--- config.mk ---
export PLATFORM = sky130hd
export DESIGN_NAME = counter4_top
export DESIGN_NICKNAME = d
export VERILOG_FILES = /design/src/hdl/counter4_core.v /design/src/hdl/counter4_top.v
export VERILOG_INCLUDE_DIRS = /design/src /design/src/common
export SDC_FILE = /design/constraint.sdc
export NUM_CORES = 1
export LEC_CHECK = 0
export BUFFER_PORTS_ARGS = -buffer_cell sky130_fd_sc_hd__buf_2
export CAP_MARGIN = 20
export CORE_AREA = 2 2 73 75
export CTS_BUF_LIST = sky130_fd_sc_hd__clkbuf_4 sky130_fd_sc_hd__clkbuf_8
export DETAILED_ROUTE_END_ITERATION = 12
export DIE_AREA = 0 0 75 77
export GPL_TIMING_DRIVEN = 0
export PLACE_DENSITY = 0.8
export SYNTH_ARGS = -nofsm -noshare
export SYNTH_HDL_FRONTEND = slang
export SYNTH_HIERARCHICAL = 1
export SYNTH_SLANG_ARGS = --single-unit
--- constraint.sdc ---
create_clock -name ref_clk_i -period 4 [get_ports ref_clk_i]
set_clock_uncertainty 0.05 [all_clocks]
set_input_delay 0.6 -clock ref_clk_i [delete_from_list [all_inputs] [get_ports ref_clk_i]]
set_output_delay 0.6 -clock ref_clk_i [all_outputs]
set_load 0.02 [all_outputs]
--- src/common/counter4_map.vh ---
`ifndef COUNTER4_MAP_VH
`define COUNTER4_MAP_VH

// register byte offsets on the apb slave
`define CNT_CTRL_OFS 8'h00
`define CNT_PRESET_OFS 8'h04
`define CNT_STATUS_OFS 8'h08
`define CNT_WRAPS_OFS 8'h0c
`define CNT_CAPTURE_OFS 8'h10

// control register fields, both are write-only strobes
`define CNT_CTRL_LOAD_BIT 0
`define CNT_CTRL_CAPTURE_BIT 1

// status register fields
`define CNT_STAT_VALUE_LSB 0
`define CNT_STAT_VALUE_MSB 3
`define CNT_STAT_TC_BIT 4
`define CNT_STAT_WRAP_BIT 5
`define CNT_STAT_LOADED_BIT 6

// counter geometry and reset values
`define CNT_WIDTH 4
`define CNT_TOP_VALUE 4'hf
`define CNT_ZERO_VALUE 4'h0
`define CNT_STEP 4'h1
`define CNT_PRESET_RST 4'h0
`define CNT_WRAPS_WIDTH 16
`define CNT_WRAPS_RST 16'h0000
`define CNT_WRAPS_STEP 16'h0001

`endif

--- src/hdl/counter4_core.v ---
`timescale 1ns/100ps
`default_nettype none

`include "counter4_map.vh"

module counter4_core (
    input wire ref_clk_i,
    input wire rst_n_i,
    input wire async_clear_n_i,
    input wire load_i,
    input wire [`CNT_WIDTH-1:0] preset_i,
    input wire count_enable_parallel_i,
    input wire count_enable_trickle_i,
    output reg [`CNT_WIDTH-1:0] count_value_o,
    output wire terminal_count_o,
    output wire wrap_o
);

    wire clear_n;
    wire count_en;
    wire at_top;
    reg [`CNT_WIDTH-1:0] count_value_d;

    // the pin clear acts like the system reset: no clock needed
    assign clear_n = rst_n_i & async_clear_n_i;
    assign count_en = count_enable_parallel_i & count_enable_trickle_i;
    assign at_top = (count_value_o == `CNT_TOP_VALUE);

    // decoded straight from state and trickle enable, may glitch downstream
    assign terminal_count_o = count_enable_trickle_i & at_top;
    assign wrap_o = clear_n & ~load_i & count_en & at_top;

    // load beats count, count beats hold; clear handled by the flop reset
    always @* begin
        count_value_d = count_value_o;
        if (load_i) begin
            count_value_d = preset_i;
        end else if (count_en) begin
            // plain 4-bit add wraps 15 to 0 by itself
            count_value_d = count_value_o + `CNT_STEP;
        end
    end

    // load and count enables reach the count only here, on the rising edge; clear acts at once
    always @(posedge ref_clk_i or negedge clear_n) begin
        if (!clear_n) begin
            count_value_o <= `CNT_ZERO_VALUE;
        end else begin
            count_value_o <= count_value_d;
        end
    end

endmodule // counter4_core

`default_nettype wire

--- src/hdl/counter4_top.v ---
// How it works
// - four-bit state steps through sixteen binary values while counting.
// - counting from fifteen wraps the value to zero on the next edge.
// - count value changes only on rising clock edges, except the clear.
// - priority is clear, then load, then count, else hold.
// - low clear forces count to zero at once, overriding everything.
// - low load enable copies preset inputs at next edge, ignoring count enables.
// - with clear and load inactive, count up only when both enables high.
// - either count enable low leaves the count unchanged.
// - load and count enables are sampled only at the rising edge.
// - terminal count is trickle enable and state fifteen, combinational.
`timescale 1ns/100ps
`default_nettype none

`include "counter4_map.vh"

module counter4_top (
    input wire ref_clk_i,
    input wire rst_n_i,
    input wire async_clear_n_i,
    input wire load_enable_n_i,
    input wire count_enable_parallel_i,
    input wire count_enable_trickle_i,
    input wire [`CNT_WIDTH-1:0] preset_inputs_i,
    output wire [`CNT_WIDTH-1:0] count_value_o,
    output wire terminal_count_o,
    input wire psel_i,
    input wire penable_i,
    input wire pwrite_i,
    input wire [7:0] paddr_i,
    input wire [31:0] pwdata_i,
    output reg [31:0] prdata_o,
    output wire pready_o,
    output wire pslverr_o
);

    wire setup_phase;
    wire access_phase;
    wire wr_access;
    reg addr_hit;
    reg [31:0] rd_mux;
    wire wr_ctrl;
    wire wr_preset;
    wire wr_status;
    wire wr_wraps;
    wire pin_load;
    wire core_load;
    wire [`CNT_WIDTH-1:0] core_preset;
    wire wrap_evt;

    reg sw_load_q;
    wire sw_load_d;
    reg [`CNT_WIDTH-1:0] sw_preset_q;
    reg wrap_seen_q;
    reg wrap_seen_d;
    reg loaded_seen_q;
    reg loaded_seen_d;
    reg [`CNT_WRAPS_WIDTH-1:0] wraps_q;
    reg [`CNT_WRAPS_WIDTH-1:0] wraps_d;
    reg [`CNT_WIDTH-1:0] capture_q;

    // apb: zero wait states, error on unmapped address
    assign setup_phase = psel_i & ~penable_i;
    assign access_phase = psel_i & penable_i;
    assign pready_o = 1'b1;
    assign pslverr_o = access_phase & ~addr_hit;
    assign wr_access = access_phase & pwrite_i & addr_hit;

    assign wr_ctrl = wr_access & (paddr_i == `CNT_CTRL_OFS);
    assign wr_preset = wr_access & (paddr_i == `CNT_PRESET_OFS);
    assign wr_status = wr_access & (paddr_i == `CNT_STATUS_OFS);
    assign wr_wraps = wr_access & (paddr_i == `CNT_WRAPS_OFS);

    always @* begin
        addr_hit = 1'b1;
        rd_mux = 32'h00000000;
        case (paddr_i)
            `CNT_CTRL_OFS: begin
                rd_mux = 32'h00000000;
            end
            `CNT_PRESET_OFS: begin
                rd_mux[`CNT_WIDTH-1:0] = sw_preset_q;
            end
            `CNT_STATUS_OFS: begin
                rd_mux[`CNT_STAT_VALUE_MSB:`CNT_STAT_VALUE_LSB] = count_value_o;
                rd_mux[`CNT_STAT_TC_BIT] = terminal_count_o;
                rd_mux[`CNT_STAT_WRAP_BIT] = wrap_seen_q;
                rd_mux[`CNT_STAT_LOADED_BIT] = loaded_seen_q;
            end
            `CNT_WRAPS_OFS: begin
                rd_mux[`CNT_WRAPS_WIDTH-1:0] = wraps_q;
            end
            `CNT_CAPTURE_OFS: begin
                rd_mux[`CNT_WIDTH-1:0] = capture_q;
            end
            default: begin
                addr_hit = 1'b0;
            end
        endcase
    end

    // read data is latched in the setup cycle so it leaves a flop
    always @(posedge ref_clk_i or negedge rst_n_i) begin
        if (!rst_n_i) begin
            prdata_o <= 32'h00000000;
        end else if (setup_phase) begin
            prdata_o <= rd_mux;
        end
    end

    // a software load is registered first, so it lands one edge later than the pin would
    assign sw_load_d = wr_ctrl & pwdata_i[`CNT_CTRL_LOAD_BIT];
    assign pin_load = ~load_enable_n_i;
    assign core_load = pin_load | sw_load_q;
    // the pin wins if both ask for a load in the same cycle
    assign core_preset = pin_load ? preset_inputs_i : sw_preset_q;

    always @(posedge ref_clk_i or negedge rst_n_i) begin
        if (!rst_n_i) begin
            sw_load_q <= 1'b0;
            sw_preset_q <= `CNT_PRESET_RST;
        end else begin
            sw_load_q <= sw_load_d;
            if (wr_preset) begin
                sw_preset_q <= pwdata_i[`CNT_WIDTH-1:0];
            end
        end
    end

    counter4_core u_core (
        .ref_clk_i(ref_clk_i),
        .rst_n_i(rst_n_i),
        .async_clear_n_i(async_clear_n_i),
        .load_i(core_load),
        .preset_i(core_preset),
        .count_enable_parallel_i(count_enable_parallel_i),
        .count_enable_trickle_i(count_enable_trickle_i),
        .count_value_o(count_value_o),
        .terminal_count_o(terminal_count_o),
        .wrap_o(wrap_evt)
    );

    // sticky flags are write-one-to-clear; a new event in the same cycle wins
    always @* begin
        wrap_seen_d = wrap_seen_q;
        loaded_seen_d = loaded_seen_q;
        if (wr_status & pwdata_i[`CNT_STAT_WRAP_BIT]) begin
            wrap_seen_d = 1'b0;
        end
        if (wr_status & pwdata_i[`CNT_STAT_LOADED_BIT]) begin
            loaded_seen_d = 1'b0;
        end
        if (wrap_evt) begin
            wrap_seen_d = 1'b1;
        end
        if (core_load & async_clear_n_i) begin
            loaded_seen_d = 1'b1;
        end
    end

    // wrap tally: any write clears it, a wrap in the same cycle counts as one
    always @* begin
        if (wr_wraps) begin
            wraps_d = wrap_evt ? `CNT_WRAPS_STEP : `CNT_WRAPS_RST;
        end else if (wrap_evt) begin
            wraps_d = wraps_q + `CNT_WRAPS_STEP;
        end else begin
            wraps_d = wraps_q;
        end
    end

    always @(posedge ref_clk_i or negedge rst_n_i) begin
        if (!rst_n_i) begin
            wrap_seen_q <= 1'b0;
            loaded_seen_q <= 1'b0;
            wraps_q <= `CNT_WRAPS_RST;
            capture_q <= `CNT_ZERO_VALUE;
        end else begin
            wrap_seen_q <= wrap_seen_d;
            loaded_seen_q <= loaded_seen_d;
            wraps_q <= wraps_d;
            // snapshot lets software read a coherent value of a running count
            if (wr_ctrl & pwdata_i[`CNT_CTRL_CAPTURE_BIT]) begin
                capture_q <= count_value_o;
            end
        end
    end

endmodule // counter4_top

`default_nettype wire

; ---- Word-level counts from Yosys, hierarchy flattened
; Index checks and enable logic that the tools add are counted.
[op_classes]
eq_ne = 5
bitwise = 25
muxes = 14
reduce_logical = 6
addsub = 2
[op_table]
columns = operator, count
row1 = 16-bit two-way mux, 2
row2 = 1-bit AND, 20
row3 = 16-bit by 1-bit adder with 16-bit output (second input constant), 1
row4 = 8-bit by 4-bit == test with 1-bit output (second input constant), 2
row5 = 4-bit case mux with 4 select lines, 1
row6 = 4-bit two-way mux, 3
row7 = 9-bit two-way mux, 1
row8 = 8-bit by 3-bit == test with 1-bit output (second input constant), 1
row9 = 8-bit by 5-bit == test with 1-bit output (second input constant), 1
row10 = 8-bit zero test, 1
row11 = 2-bit nonzero test, 4
row12 = 1-bit two-way mux, 6
row13 = 3-bit case mux with 2 select lines, 1
row14 = 5-bit OR reduction, 1
row15 = 4-bit by 1-bit adder with 4-bit output (second input constant), 1
row16 = 4-bit == test (second input constant), 1
row17 = 1-bit NOT, 4
row18 = 1-bit bitwise OR, 1
[word_totals]
out_inout_bits = 39
word_cells = 60
input_bits = 53
ff_bits = 47

; ---- Longest topological paths before layout
; Gate-level depths: netlist (run 1).
[logic_depth]
depth_word = 8
mapped_depth = 8
ltp_nobuf = 7

; ---- Hierarchy
; Netlist (run 1), hierarchy kept.
[modules_own_cells]
columns = mod, area_per_inst_um2, cells_per_inst, instances, seq_area_each_um2
row1 = counter4_top, 2233.4, 206, 1, 1076.0
row2 = counter4_core, 232.7, 25, 1, 100.1

; ---- Least setup slack after synthesis (run 1)
; OpenSTA, ideal clock, no wires.
[synth_path]
path_type = register to register
from = reg u_core.count_value_o[0]
to = reg wraps_q[15]
setup_ns = 0.078
synth_period_minus_slack_ns = 2.680
n_path_buf = 1
setup_slack_ns = 1.320
path_stages_with_launch = 9
arrival_time_ns = 2.553
required_time_ns = 3.872
cell_sequence = dfrtp_1 -> ha_1 -> and4_1 -> and4_2 -> buf_4 -> nand4_1 -> or4_4 -> or3_1 -> a21oi_1
[synth_via]
elab_chain_len = 3
[synth_lines]
columns = element, line
row1 = start: declaration, counter4_core.v:14  ; output reg [`CNT_WIDTH-1:0] count_value_o,
row2 = start signal: assignment, counter4_core.v:47  ; count_value_o <= `CNT_ZERO_VALUE;
row3 = start signal: assignment, counter4_core.v:49  ; count_value_o <= count_value_d;
row4 = 4-bit == test (no line), --
row5 = 1-bit AND, counter4_core.v:31  ; assign wrap_o = clear_n & ~load_i & count_en & at_top;
row6 = named net wrap_evt, counter4_top.v:49  ; wire wrap_evt;
row7 = 2-bit nonzero test (no line), --
row8 = end signal: assignment, counter4_top.v:176  ; wraps_q <= `CNT_WRAPS_RST;
row9 = end signal: assignment, counter4_top.v:181  ; wraps_q <= wraps_d;
row10 = end: declaration, counter4_top.v:58  ; reg [`CNT_WRAPS_WIDTH-1:0] wraps_q;
; The timed path passes the listed nets, and every way through them passes these cells.
; A chain may end at the register's enable or synchronous reset.

; ---- Final worst setup path (run 1)
[layout_path]
from = in rst_n_i
to = reg wraps_q[15]
[layout_via]
elab_chain_len = 5
[layout_lines]
columns = element, line
row1 = start: declaration, counter4_top.v:19  ; input wire rst_n_i,
row2 = 1-bit AND, counter4_core.v:25  ; assign clear_n = rst_n_i & async_clear_n_i;
row3 = named net u_core.clear_n, counter4_core.v:19  ; wire clear_n;
row4 = 1-bit AND (3 in a row), counter4_core.v:31
row5 = named net wrap_evt, counter4_top.v:49
row6 = 2-bit nonzero test (no line), --
; The timed path passes the listed nets, and every way through them passes these cells.

==> results of run 1 <==
==> flip-flops by register name, indices dropped and copies added (netlist names) <==
| name | flops |
|---|---|
| u_core/count_value_o | 4 |
| sw_preset_q | 4 |
| prdata_o | 16 |
| wraps_q | 16 |
| capture_q | 4 |
| wrap_seen_q | 1 |
| sw_load_q | 1 |
| loaded_seen_q | 1 |
==> worst paths after layout <==
| check | from | endpoint | slack (ns) |
|---|---|---|---|
| min in group ref_clk_i | prdata_o[4] | prdata_o[4] | 0.43 |
| hold reg to reg | prdata_o[4] | prdata_o[4] | 0.43 |
| max in group asynchronous | rst_n_i | u_core/count_value_o[1] | 2.74 |
| setup / recovery | rst_n_i | wraps_q[15] | 0.78 |
| hold / removal | async_clear_n_i | u_core/count_value_o[2] | 0.20 |
| setup reg to reg | u_core/count_value_o[0] | wraps_q[15] | 1.24 |
==> metal layers <==
| layer | vias to the layer above | GRT usage, % | part of all wire (%) |
|---|---|---|---|
| li1 | 938 | - | - |
| met1 | 925 | 25.1 | 42 |
| met2 | 61 | 32.0 | 51 |
| met3 | 9 | 5.78 | 4.9 |
| met4 | 0 | 6.43 | 1.9 |
| met5 | - | 0 | 0 |
==> layout make-up <==
class / count / area, um2
timing repair buffer: 46 / 230
buffer: 25 / 168
clock inverter: 2 / 35.0
multi-input combinational: 171 / 1170
fill: 436 / 2020
sequential: 47 / 1180
inverter: 3 / 11.3
tap: 70 / 87.6
clock buffer: 6 / 82.6
==> layout by cell type (no fill, tap or decap), types with 6 or more instances in the layout <==
cell and count:
a22o_1 10, a22oi_1 8, buf_2 48, buf_4 19, clkbuf_8 6, conb_1 17
dfrtp_1 47, mux2_1 8, nand2_1 15, nand3_1 9, nor2_1 15, o21ai_0 8
xnor2_1 8, xor2_1 7
==> critical path, delay by kind of cell <==
kind	cells	cell delay, ns
AO/OA/AOI/OAI	1	0.14
buffers and inverters	2	0.85
AND/OR/NAND/NOR	5	1.78
==> metrics by stage <==
stage	hold WS, ns	worst slack, ns	total power (uW)
floorplan	0.254	1.32	563
global placement	0.408	0.443	598
detailed placement	0.416	0.413	601
CTS	0.187	0.744	958
global route	0.176	0.491	998
finish	0.199	0.784	952
==> kinds of logic (layout without fill, tap and decap cells) <==
| group | count (synthesis) | in the layout | share of synthesized area (%) |
|---|---|---|---|
| multiplexers | 17 | 17 | 7.51 |
| flip-flops | 47 | 47 | 47.7 |
| buffers and inverters | 28 | 82 | 7.26 |
| XOR/XNOR | 15 | 15 | 5.33 |
| AND/OR/NAND/NOR | 77 | 77 | 18.8 |
| adder cells (fa/ha/maj) | 2 | 2 | 1.01 |
| other | 2 | 17 | 0.305 |
| AO/OA/AOI/OAI | 43 | 43 | 12.1 |
==> power groups by stage <==
stage | Combinational, uW | Sequential [uW] | Clock (uW)
2_1_floorplan | 60.7 | 502 | 0
3_3_place_gp | 99.9 | 498 | 0
3_5_place_dp | 102 | 499 | 0
4_1_cts | 102 | 489 | 367
5_1_grt | 114 | 490 | 393
6_report | 102 | 489 | 360
==> flow_metrics.py, run 1 <==
metrics = {
    "synthesis": {
        "ys_seq_area_share_pct": 47.7,
        "avgSynthCellArea_um2": 10.7,
        "synth-seq-cells": 47,
        "yosys_warnings": 6,
        "synthFlopType": "dfrtp_1",
        "yosys-top-cells-area": "dfrtp_1 48%, buf_4 5.8%, mux2_1 3.7%",
        "synthArstFlopShare_pct": 100,
        "yosysUniqueCellTypes": 44,
        "synth_most_common_cell": "dfrtp_1",
        "synth_top_area_share_pct": 47.7,
        "synth_edf_count": 0,
        "synthTopCellsByCount": "47 x dfrtp_1, 19 x buf_4, 15 x nand2_1, 15 x nor2_1, 10 x a22o_1",
        "synthCells": 231,
        "yosys.area.top_type": "dfrtp_1",
        "syn_area_um2": 2470,
    },
    "clock_tree": {
        "clock_path_buffers": 2,
        "clk_pin_slew_worst_paths_ns": 0.09,
        "cts-root-buf": "clkbuf_8",
        "cts_resized": 0,
        "numCtsBuffers": 5,
        "clk_latency_ns": 0.30,
        "tritoncts": "built",
        "htreeDepth": 2,
        "cts_setup_buffers": 0,
        "hold_buffers": 0,
        "cts.sinks": 47,
    },
    "die": {
        "fp.dieW_um": 75,
        "io_pins": 92,
        "start_util_pct": 49.5,
        "floorplan.core_area_um2": 4980,
        "fp.dieH_um": 77,
        "rows": 26,
        "dieArea_um2": 5780,
    },
    "power": {
        "peakVddDrop_v": 0.000193,
        "p_leak_uw": 0.00147,
        "p_int_uw": 722,
        "power_frac_comb_pct": 10.7,
        "switching_power_uw": 230,
        "pwr-share-clk_pct": 37.9,
        "seqPwrFrac_pct": 51.4,
        "power.density_nw_per_um2": 322,
        "swShare_pct": 24.2,
    },
    "placed_design": {
        "dp_cells": 362,
        "place_congestion": 0.776,
        "dp_hpwl_um": 3820,
        "port_buffers": 46,
        "placed_cell_area_um2": 2840,
    },
    "sta": {
        "final.setup.tns_ns": 0,
        "max_freq_mhz": 311,
        "hold_viol": 0,
        "setup_violations": 0,
        "layout_min_cycle_time_ns": 3.22,
        "tightest_slew_ns": 0.951,
        "slew_headroom_pct": 36.6,
        "period_share_pct": 80.4,
        "maxSlewViolCount": 0,
        "rsz0062_at_grt": "false",
    },
    "setup_path": {
        "critPathKind": "input pin to flip-flop",
        "reg2regPathDepth": 8,
        "cpPeakStageDelay_ns": 0.70,
        "worstPathCellList": "buf_2, and2_1, and4_2, buf_4, nand4_1, or4_4, or3_1, a21oi_1",
        "endpoint_kind": "flip-flop",
        "critPathMaxFanout": 44,
        "critPathRequiredTime_ns": 4.18,
        "arrival_ns": 3.40,
        "worstSetupStartpointType": "input pin",
        "crit_path_top_delay_cell": "buf_2",
    },
    "layout": {
        "area_growth_pct": 19.9,
        "final_cell_area_um2": 2960,
        "fin_cells": 370,
        "drive_gt1_share_pct": 29.3,
        "utilization_pct": 59.4,
        "diodes": 0,
        "finalNetCount": 354,
    },
    "drt": {
        "vias": 1933,
        "drc": 0,
        "wl_per_cell_um": 13.6,
        "vias_per_cell": 5.22,
        "antenna_left": 0,
        "drt-pass1-iter-count": 4,
        "drtIter0Drc": 86,
        "wirelength_um": 5010,
    },
    "global_routing": {
        "grt_max_degree": 45,
        "grt.overflow.total": 0,
        "grt_pass1_wl_um": 8850,
        "grt_pass1_vias": 1849,
        "track_usage_pct": 19.8,
        "antenna_found_initial": 0,
    },
    "worst_hold_path": {
        "hold_class": "input pin to async pin",
    },
    "job": {
        "max_cap_violations": 0,
    },
    "status": {
        "status": "finished, final reports clean",
    },
}
Power figures use the tool's default switching activity.
==> inputs of run 2 (changes only) <==
--- a/config.mk
+++ b/config.mk
@@ -8,12 +8,12 @@
 export LEC_CHECK = 0
 export BUFFER_PORTS_ARGS = -buffer_cell sky130_fd_sc_hd__buf_2
 export CAP_MARGIN = 20
-export CORE_AREA = 2 2 73 75
+export CORE_AREA = 2 2 77 79
 export CTS_BUF_LIST = sky130_fd_sc_hd__clkbuf_4 sky130_fd_sc_hd__clkbuf_8
 export DETAILED_ROUTE_END_ITERATION = 12
-export DIE_AREA = 0 0 75 77
+export DIE_AREA = 0 0 79 81
 export GPL_TIMING_DRIVEN = 0
-export PLACE_DENSITY = 0.8
+export PLACE_DENSITY = 0.76
 export SYNTH_ARGS = -nofsm -noshare
 export SYNTH_HDL_FRONTEND = slang
 export SYNTH_HIERARCHICAL = 1
==> constraint.sdc (replaced) <==
create_clock -name ref_clk_i -period 2.8 [get_ports ref_clk_i]
set_clock_uncertainty 0.05 [all_clocks]
set_input_delay 0.42 -clock ref_clk_i [delete_from_list [all_inputs] [get_ports ref_clk_i]]
set_output_delay 0.42 -clock ref_clk_i [all_outputs]
set_load 0.02 [all_outputs]
==> run 2 against run 1 <==
Compared with the run above: register-to-register slack worse by 1.0 ns; combinational power is 48% higher; worst hold slack worse by 0.18 ns.
==> flow_metrics.py, run 2 (same netlist as run 1, synthesis figures left out) <==
metrics = {
    "die": {
        "fp.dieW_um": 79,
        "dieArea_um2": 6400,
        "floorplan.core_area_um2": 5680,
        "rows": 28,
        "start_util_pct": 43.5,
        "fp.dieH_um": 81,
        "io_pins": 92,
    },
    "drt": {
        "antenna_left": 0,
        "wirelength_um": 5240,
        "met1_length_um": 2290,
        "wl_met2_um": 2610,
        "top_layer": "met4",
        "drt-pass1-iter-count": 7,
        "wl_per_cell_um": 13.9,
        "drtIter0Drc": 74,
        "drc": 0,
        "wl_met3_um": 260,
        "vias_per_cell": 5.08,
        "vias": 1915,
    },
    "sta": {
        "hold_viol": 0,
        "slew_headroom_pct": 66.4,
        "setup_violations": 0,
        "max_freq_mhz": 386,
        "period_share_pct": 92.6,
        "rsz0062_at_grt": "false",
        "tightest_slew_ns": 0.505,
        "maxSlewViolCount": 0,
        "layout_min_cycle_time_ns": 2.59,
    },
    "clock_tree": {
        "clk_latency_ns": 0.30,
        "cts.sinks": 47,
        "numCtsBuffers": 5,
        "htreeDepth": 2,
        "clk_pin_slew_worst_paths_ns": 0.08,
        "tritoncts": "built",
        "clock_path_buffers": 2,
        "cts-root-buf": "clkbuf_8",
    },
    "layout": {
        "multiInputGateArea_um2": 1170,
        "layout_common_cells": "47 x buf_2, 47 x dfrtp_1, 21 x buf_4",
        "area_growth_pct": 20.6,
        "fillers": 539,
        "regArea_um2": 1180,
        "final_cell_area_um2": 2980,
        "drive_gt1_share_pct": 29.8,
        "finalNetCount": 357,
        "reg_top3": "prdata_o: 16 flops, wraps_q: 16 flops",
        "diodes": 0,
        "utilization_pct": 52.4,
    },
    "job": {
        "max_cap_violations": 0,
    },
    "setup_path": {
        "critPathKind": "flip-flop to flip-flop",
        "arrival_ns": 2.77,
        "worstSetupStartpointType": "flip-flop",
        "endpoint_kind": "flip-flop",
        "critPathRequiredTime_ns": 2.98,
        "critPathMaxFanout": 7,
    },
    "global_routing": {
        "grt_pass1_vias": 1894,
        "antenna_found_initial": 0,
        "track_usage_pct": 17.6,
        "grt.overflow.total": 0,
        "grt_max_degree": 44,
        "grt_pass1_wl_um": 8740,
    },
    "power": {
        "peakVddDrop_v": 0.000243,
        "power.density_nw_per_um2": 425,
        "p_leak_uw": 0.00148,
    },
    "worst_hold_path": {
        "hold_class": "input pin to async pin",
    },
    "placed_design": {
        "placed_cell_area_um2": 2850,
        "port_buffers": 46,
        "place_congestion": 0.810,
        "dp_hpwl_um": 3840,
    },
    "status": {
        "status": "finished, final reports clean",
    },
}
==> run 2: cell count changes in the layout (fill, tap and decap cells not counted), sizes merged <==
cell    change
buf         +3
bufinv      -1
==> run 2: final cells by class <==
type / instances / area share, %
clock inverters: 1 / 0.168
inverters: 3 / 0.378
plain buffers: 25 / 5.64
clock buffers: 6 / 2.78
flip-flops and latches: 47 / 39.5
repair buffers: 49 / 9.13
multi-input cells: 171 / 39.2
well taps: 75 / 3.15
==> run 2: routing by layer <==
layer	track usage (%)	up-vias
li1	-	934
met4	6.03	0
met5	0	-
met1	20.4	908
met3	4.44	9
met2	31.7	64
==> run 2: path summary, 6_finish.rpt <==
path	from	to	slack [ns]	cells past startpoint
min	async_clear_n_i	u_core/count_value_o[0]	0.02	2
min in group ref_clk_i	pwdata_i[2]	sw_preset_q[2]	0.29	2
min reg2reg	prdata_o[4]	prdata_o[4]	0.43	2
max in group asynchronous	rst_n_i	sw_preset_q[1]	2.46	2
max	u_core/count_value_o[0]	wraps_q[15]	0.21	8
max reg2reg	u_core/count_value_o[0]	wraps_q[15]	0.21	8
==> run 2: what timing repair did <==
action,CTS,global route
resized for setup,2,0
hold buffers,1,0
gates cloned,0,0
buffers inserted,0,2
endpoints found under the hold margin,43,0
endpoints found under the setup margin,2,1
pin swaps,0,1
==> run 2: critical path, cell delays in order (launching register included) <==
cell and delay (ns):
dfrtp_1 0.46, ha_1 0.21, and4_1 0.26, and4_2 0.24, buf_4 0.15, nand4_1 0.17, or4_4 0.47, or3_1 0.36
a21oi_1 0.15
==> run 2: power by group <==
group / switching [uW] / leakage, uW / internal [uW]
registers: 12.5 / 0.000647 / 686
logic: 91.8 / 0.000782 / 59.6
clock network: 219 / 0.0000470 / 194
==> run 2: metrics by stage <==
stage	setup WS [ns]	std cells	TNS [ns]	hold slack (ns)	total power (uW)
after CTS	0.0183	375	0	0.00971	1270
after detailed placement	-0.673	367	-2.31	0.341	859
after global placement	-0.586	367	-1.60	0.341	855
after floorplan	0.120	246	0	0.0744	804
after global routing	0.0835	377	0	0.0206	1320
final	0.208	377	0	0.0192	1260
==> inputs of run 3 (changes only) <==
--- a/config.mk
+++ b/config.mk
@@ -8,12 +8,12 @@
 export LEC_CHECK = 0
 export BUFFER_PORTS_ARGS = -buffer_cell sky130_fd_sc_hd__buf_2
 export CAP_MARGIN = 20
-export CORE_AREA = 2 2 77 79
+export CORE_AREA = 2 2 65 92
 export CTS_BUF_LIST = sky130_fd_sc_hd__clkbuf_4 sky130_fd_sc_hd__clkbuf_8
 export DETAILED_ROUTE_END_ITERATION = 12
-export DIE_AREA = 0 0 79 81
+export DIE_AREA = 0 0 67 94
 export GPL_TIMING_DRIVEN = 0
-export PLACE_DENSITY = 0.76
+export PLACE_DENSITY = 0.77
 export SYNTH_ARGS = -nofsm -noshare
 export SYNTH_HDL_FRONTEND = slang
 export SYNTH_HIERARCHICAL = 1
==> run 3 against run 2 <==
Compared with the run above: worst setup slack worse by 0.037 ns; final cell count is 1.1% lower; first-iteration DRC count is 70% higher; final area rose by 1.9%; via count grew 0.99%; clock power rose by 27%; largest cell class unchanged.
==> flow_metrics.py, run 3 (same netlist as run 1, synthesis figures left out) <==
metrics = {
    "setup_path": {
        "endpoint_kind": "flip-flop",
        "critPathKind": "flip-flop to flip-flop",
        "critPathRequiredTime_ns": 2.99,
        "crit_path_top_delay_cell": "or4_4",
        "arrival_ns": 2.82,
        "worstSetupStartpointType": "flip-flop",
        "worstPathCellList": "ha_1, and4_1, and4_2, buf_4, nand4_1, or4_4, or3_1, a21oi_1",
        "cpPeakStageDelay_ns": 0.49,
        "critPathMaxFanout": 7,
    },
    "drt": {
        "drtIter0Drc": 126,
        "drc": 0,
        "vias_per_cell": 5.18,
        "drt-pass1-iter-count": 4,
        "antenna_left": 0,
        "wl_per_cell_um": 14.6,
        "vias": 1934,
        "wirelength_um": 5440,
    },
    "power": {
        "power_frac_comb_pct": 11.4,
        "p_leak_uw": 0.00150,
        "p_int_uw": 1040,
        "swShare_pct": 24.6,
        "switching_power_uw": 339,
        "pwr-share-clk_pct": 37.9,
        "power.density_nw_per_um2": 455,
        "peakVddDrop_v": 0.000285,
        "seqPwrFrac_pct": 50.7,
    },
    "clock_tree": {
        "htreeDepth": 2,
        "clk_latency_ns": 0.31,
        "clock_path_buffers": 2,
        "numCtsBuffers": 5,
        "cts-root-buf": "clkbuf_8",
        "tritoncts": "built",
        "clk_pin_slew_worst_paths_ns": 0.09,
        "cts.sinks": 47,
    },
    "placed_design": {
        "place_congestion": 0.795,
        "port_buffers": 46,
        "dp_cells": 360,
        "dp_hpwl_um": 3900,
    },
    "sta": {
        "max_freq_mhz": 380,
        "setup_violations": 0,
        "period_share_pct": 93.9,
        "maxSlewViolCount": 0,
        "slew_headroom_pct": 65.4,
        "hold_viol": 0,
        "tightest_slew_ns": 0.519,
        "rsz0062_at_grt": "false",
        "layout_min_cycle_time_ns": 2.63,
    },
    "die": {
        "dieArea_um2": 6300,
        "fp.dieH_um": 94,
        "floorplan.core_area_um2": 5450,
        "rows": 32,
        "start_util_pct": 45.3,
        "fp.dieW_um": 67,
        "io_pins": 92,
    },
    "global_routing": {
        "grt_pass1_wl_um": 8600,
        "grt_busiest_layer": "met2",
        "track_usage_pct": 18.2,
        "grt_max_degree": 45,
        "antenna_found_initial": 0,
        "grt_pass1_vias": 1826,
        "grt.overflow.total": 0,
        "use_met3_pct": 4.56,
        "gr-usage-met1_pct": 20.8,
        "grtUsageMet2_pct": 31.8,
    },
    "layout": {
        "reg_top3": "prdata_o: 16 flops, wraps_q: 16 flops",
        "utilization_pct": 55.7,
        "layout_commonest_cell": "buf_2",
        "fillers": 506,
        "fin_cells": 373,
        "area_growth_pct": 22.9,
        "finalNetCount": 359,
        "layout_common_cells": "47 x buf_2, 46 x dfrtp_1, 20 x buf_4",
        "diodes": 0,
        "drive_gt1_share_pct": 30.2,
    },
    "worst_hold_path": {
        "hold_class": "input pin to async pin",
    },
    "status": {
        "status": "finished, final reports clean",
    },
    "job": {
        "max_cap_violations": 0,
    },
}
[run 3: what timing repair did]
action | 4_1_cts | 5_1_grt
hold endpoints to repair | 0 | 33
hold buffers | 0 | 4
setup endpoints to repair | 2 | 1
resized for setup | 1 | 2
setup buffers | 0 | 1
[run 3: worst paths after layout]
check | from | end | slack (ns) | cells after the start
setup / recovery | u_core/count_value_o[1] | wraps_q[15] | 0.17 | 8
hold / removal | async_clear_n_i | u_core/count_value_o[2] | 0.01 | 2
setup reg to reg | u_core/count_value_o[1] | wraps_q[15] | 0.17 | 8
hold reg to reg | prdata_o[5] | prdata_o[5] | 0.43 | 2
max in group asynchronous | rst_n_i | sw_preset_q[0] | 1.80 | 2
min in group ref_clk_i | pwdata_i[2] | sw_preset_q[2] | 0.28 | 2
[run 3: worst max-delay path: cells and delay by family (launching register included)]
family | cells | cell delay, ns
buffers and inverters | 1 | 0.15
adder cells (fa/ha/maj) | 1 | 0.21
flip-flops | 1 | 0.44
AND/OR/NAND/NOR | 5 | 1.57
AO/OA/AOI/OAI | 1 | 0.14
[run 3: per-layer routing]
layer	wire length (um)	up-vias	part of all wire, %
met3	279	8	5.1
met4	75	0	1.4
met1	2110	922	39
met5	0	-	0
li1	-	943	-
met2	2980	61	55
[run 3: per-stage QoR]
step | setup TNS, ns | instance area, um2 | total power (uW) | worst slack (ns) | hold WS (ns)
6_report | 0 | 3030 | 1380 | 0.172 | 0.0137
5_1_grt | 0 | 3030 | 1440 | 0.0190 | 0.0292
4_1_cts | 0 | 2960 | 1370 | 0.00531 | 0.00557
3_5_place_dp | -1.90 | 2840 | 858 | -0.620 | 0.339
3_3_place_gp | -1.64 | 2840 | 855 | -0.586 | 0.339
2_1_floorplan | 0 | 2520 | 804 | 0.120 | 0.0744
[run 3: cell type report]
type,count,area (um2),share of cell area (%)
buffer,25,168,5.53
clock buffer,6,82.6,2.73
clock inverter,2,35.0,1.16
inverter,3,11.3,0.372
multi-input combinational,171,1170,38.5
sequential,47,1180,38.9
tap,68,85.1,2.81
timing repair buffer,51,304,10.0
[run 3: power groups by stage]
stage	Clock, uW	Combinational (uW)	Sequential [uW]
finish	523	157	699
global route	562	172	701
CTS	527	147	699
detailed placement	0	145	712
global placement	0	143	712
floorplan	0	86.7	717
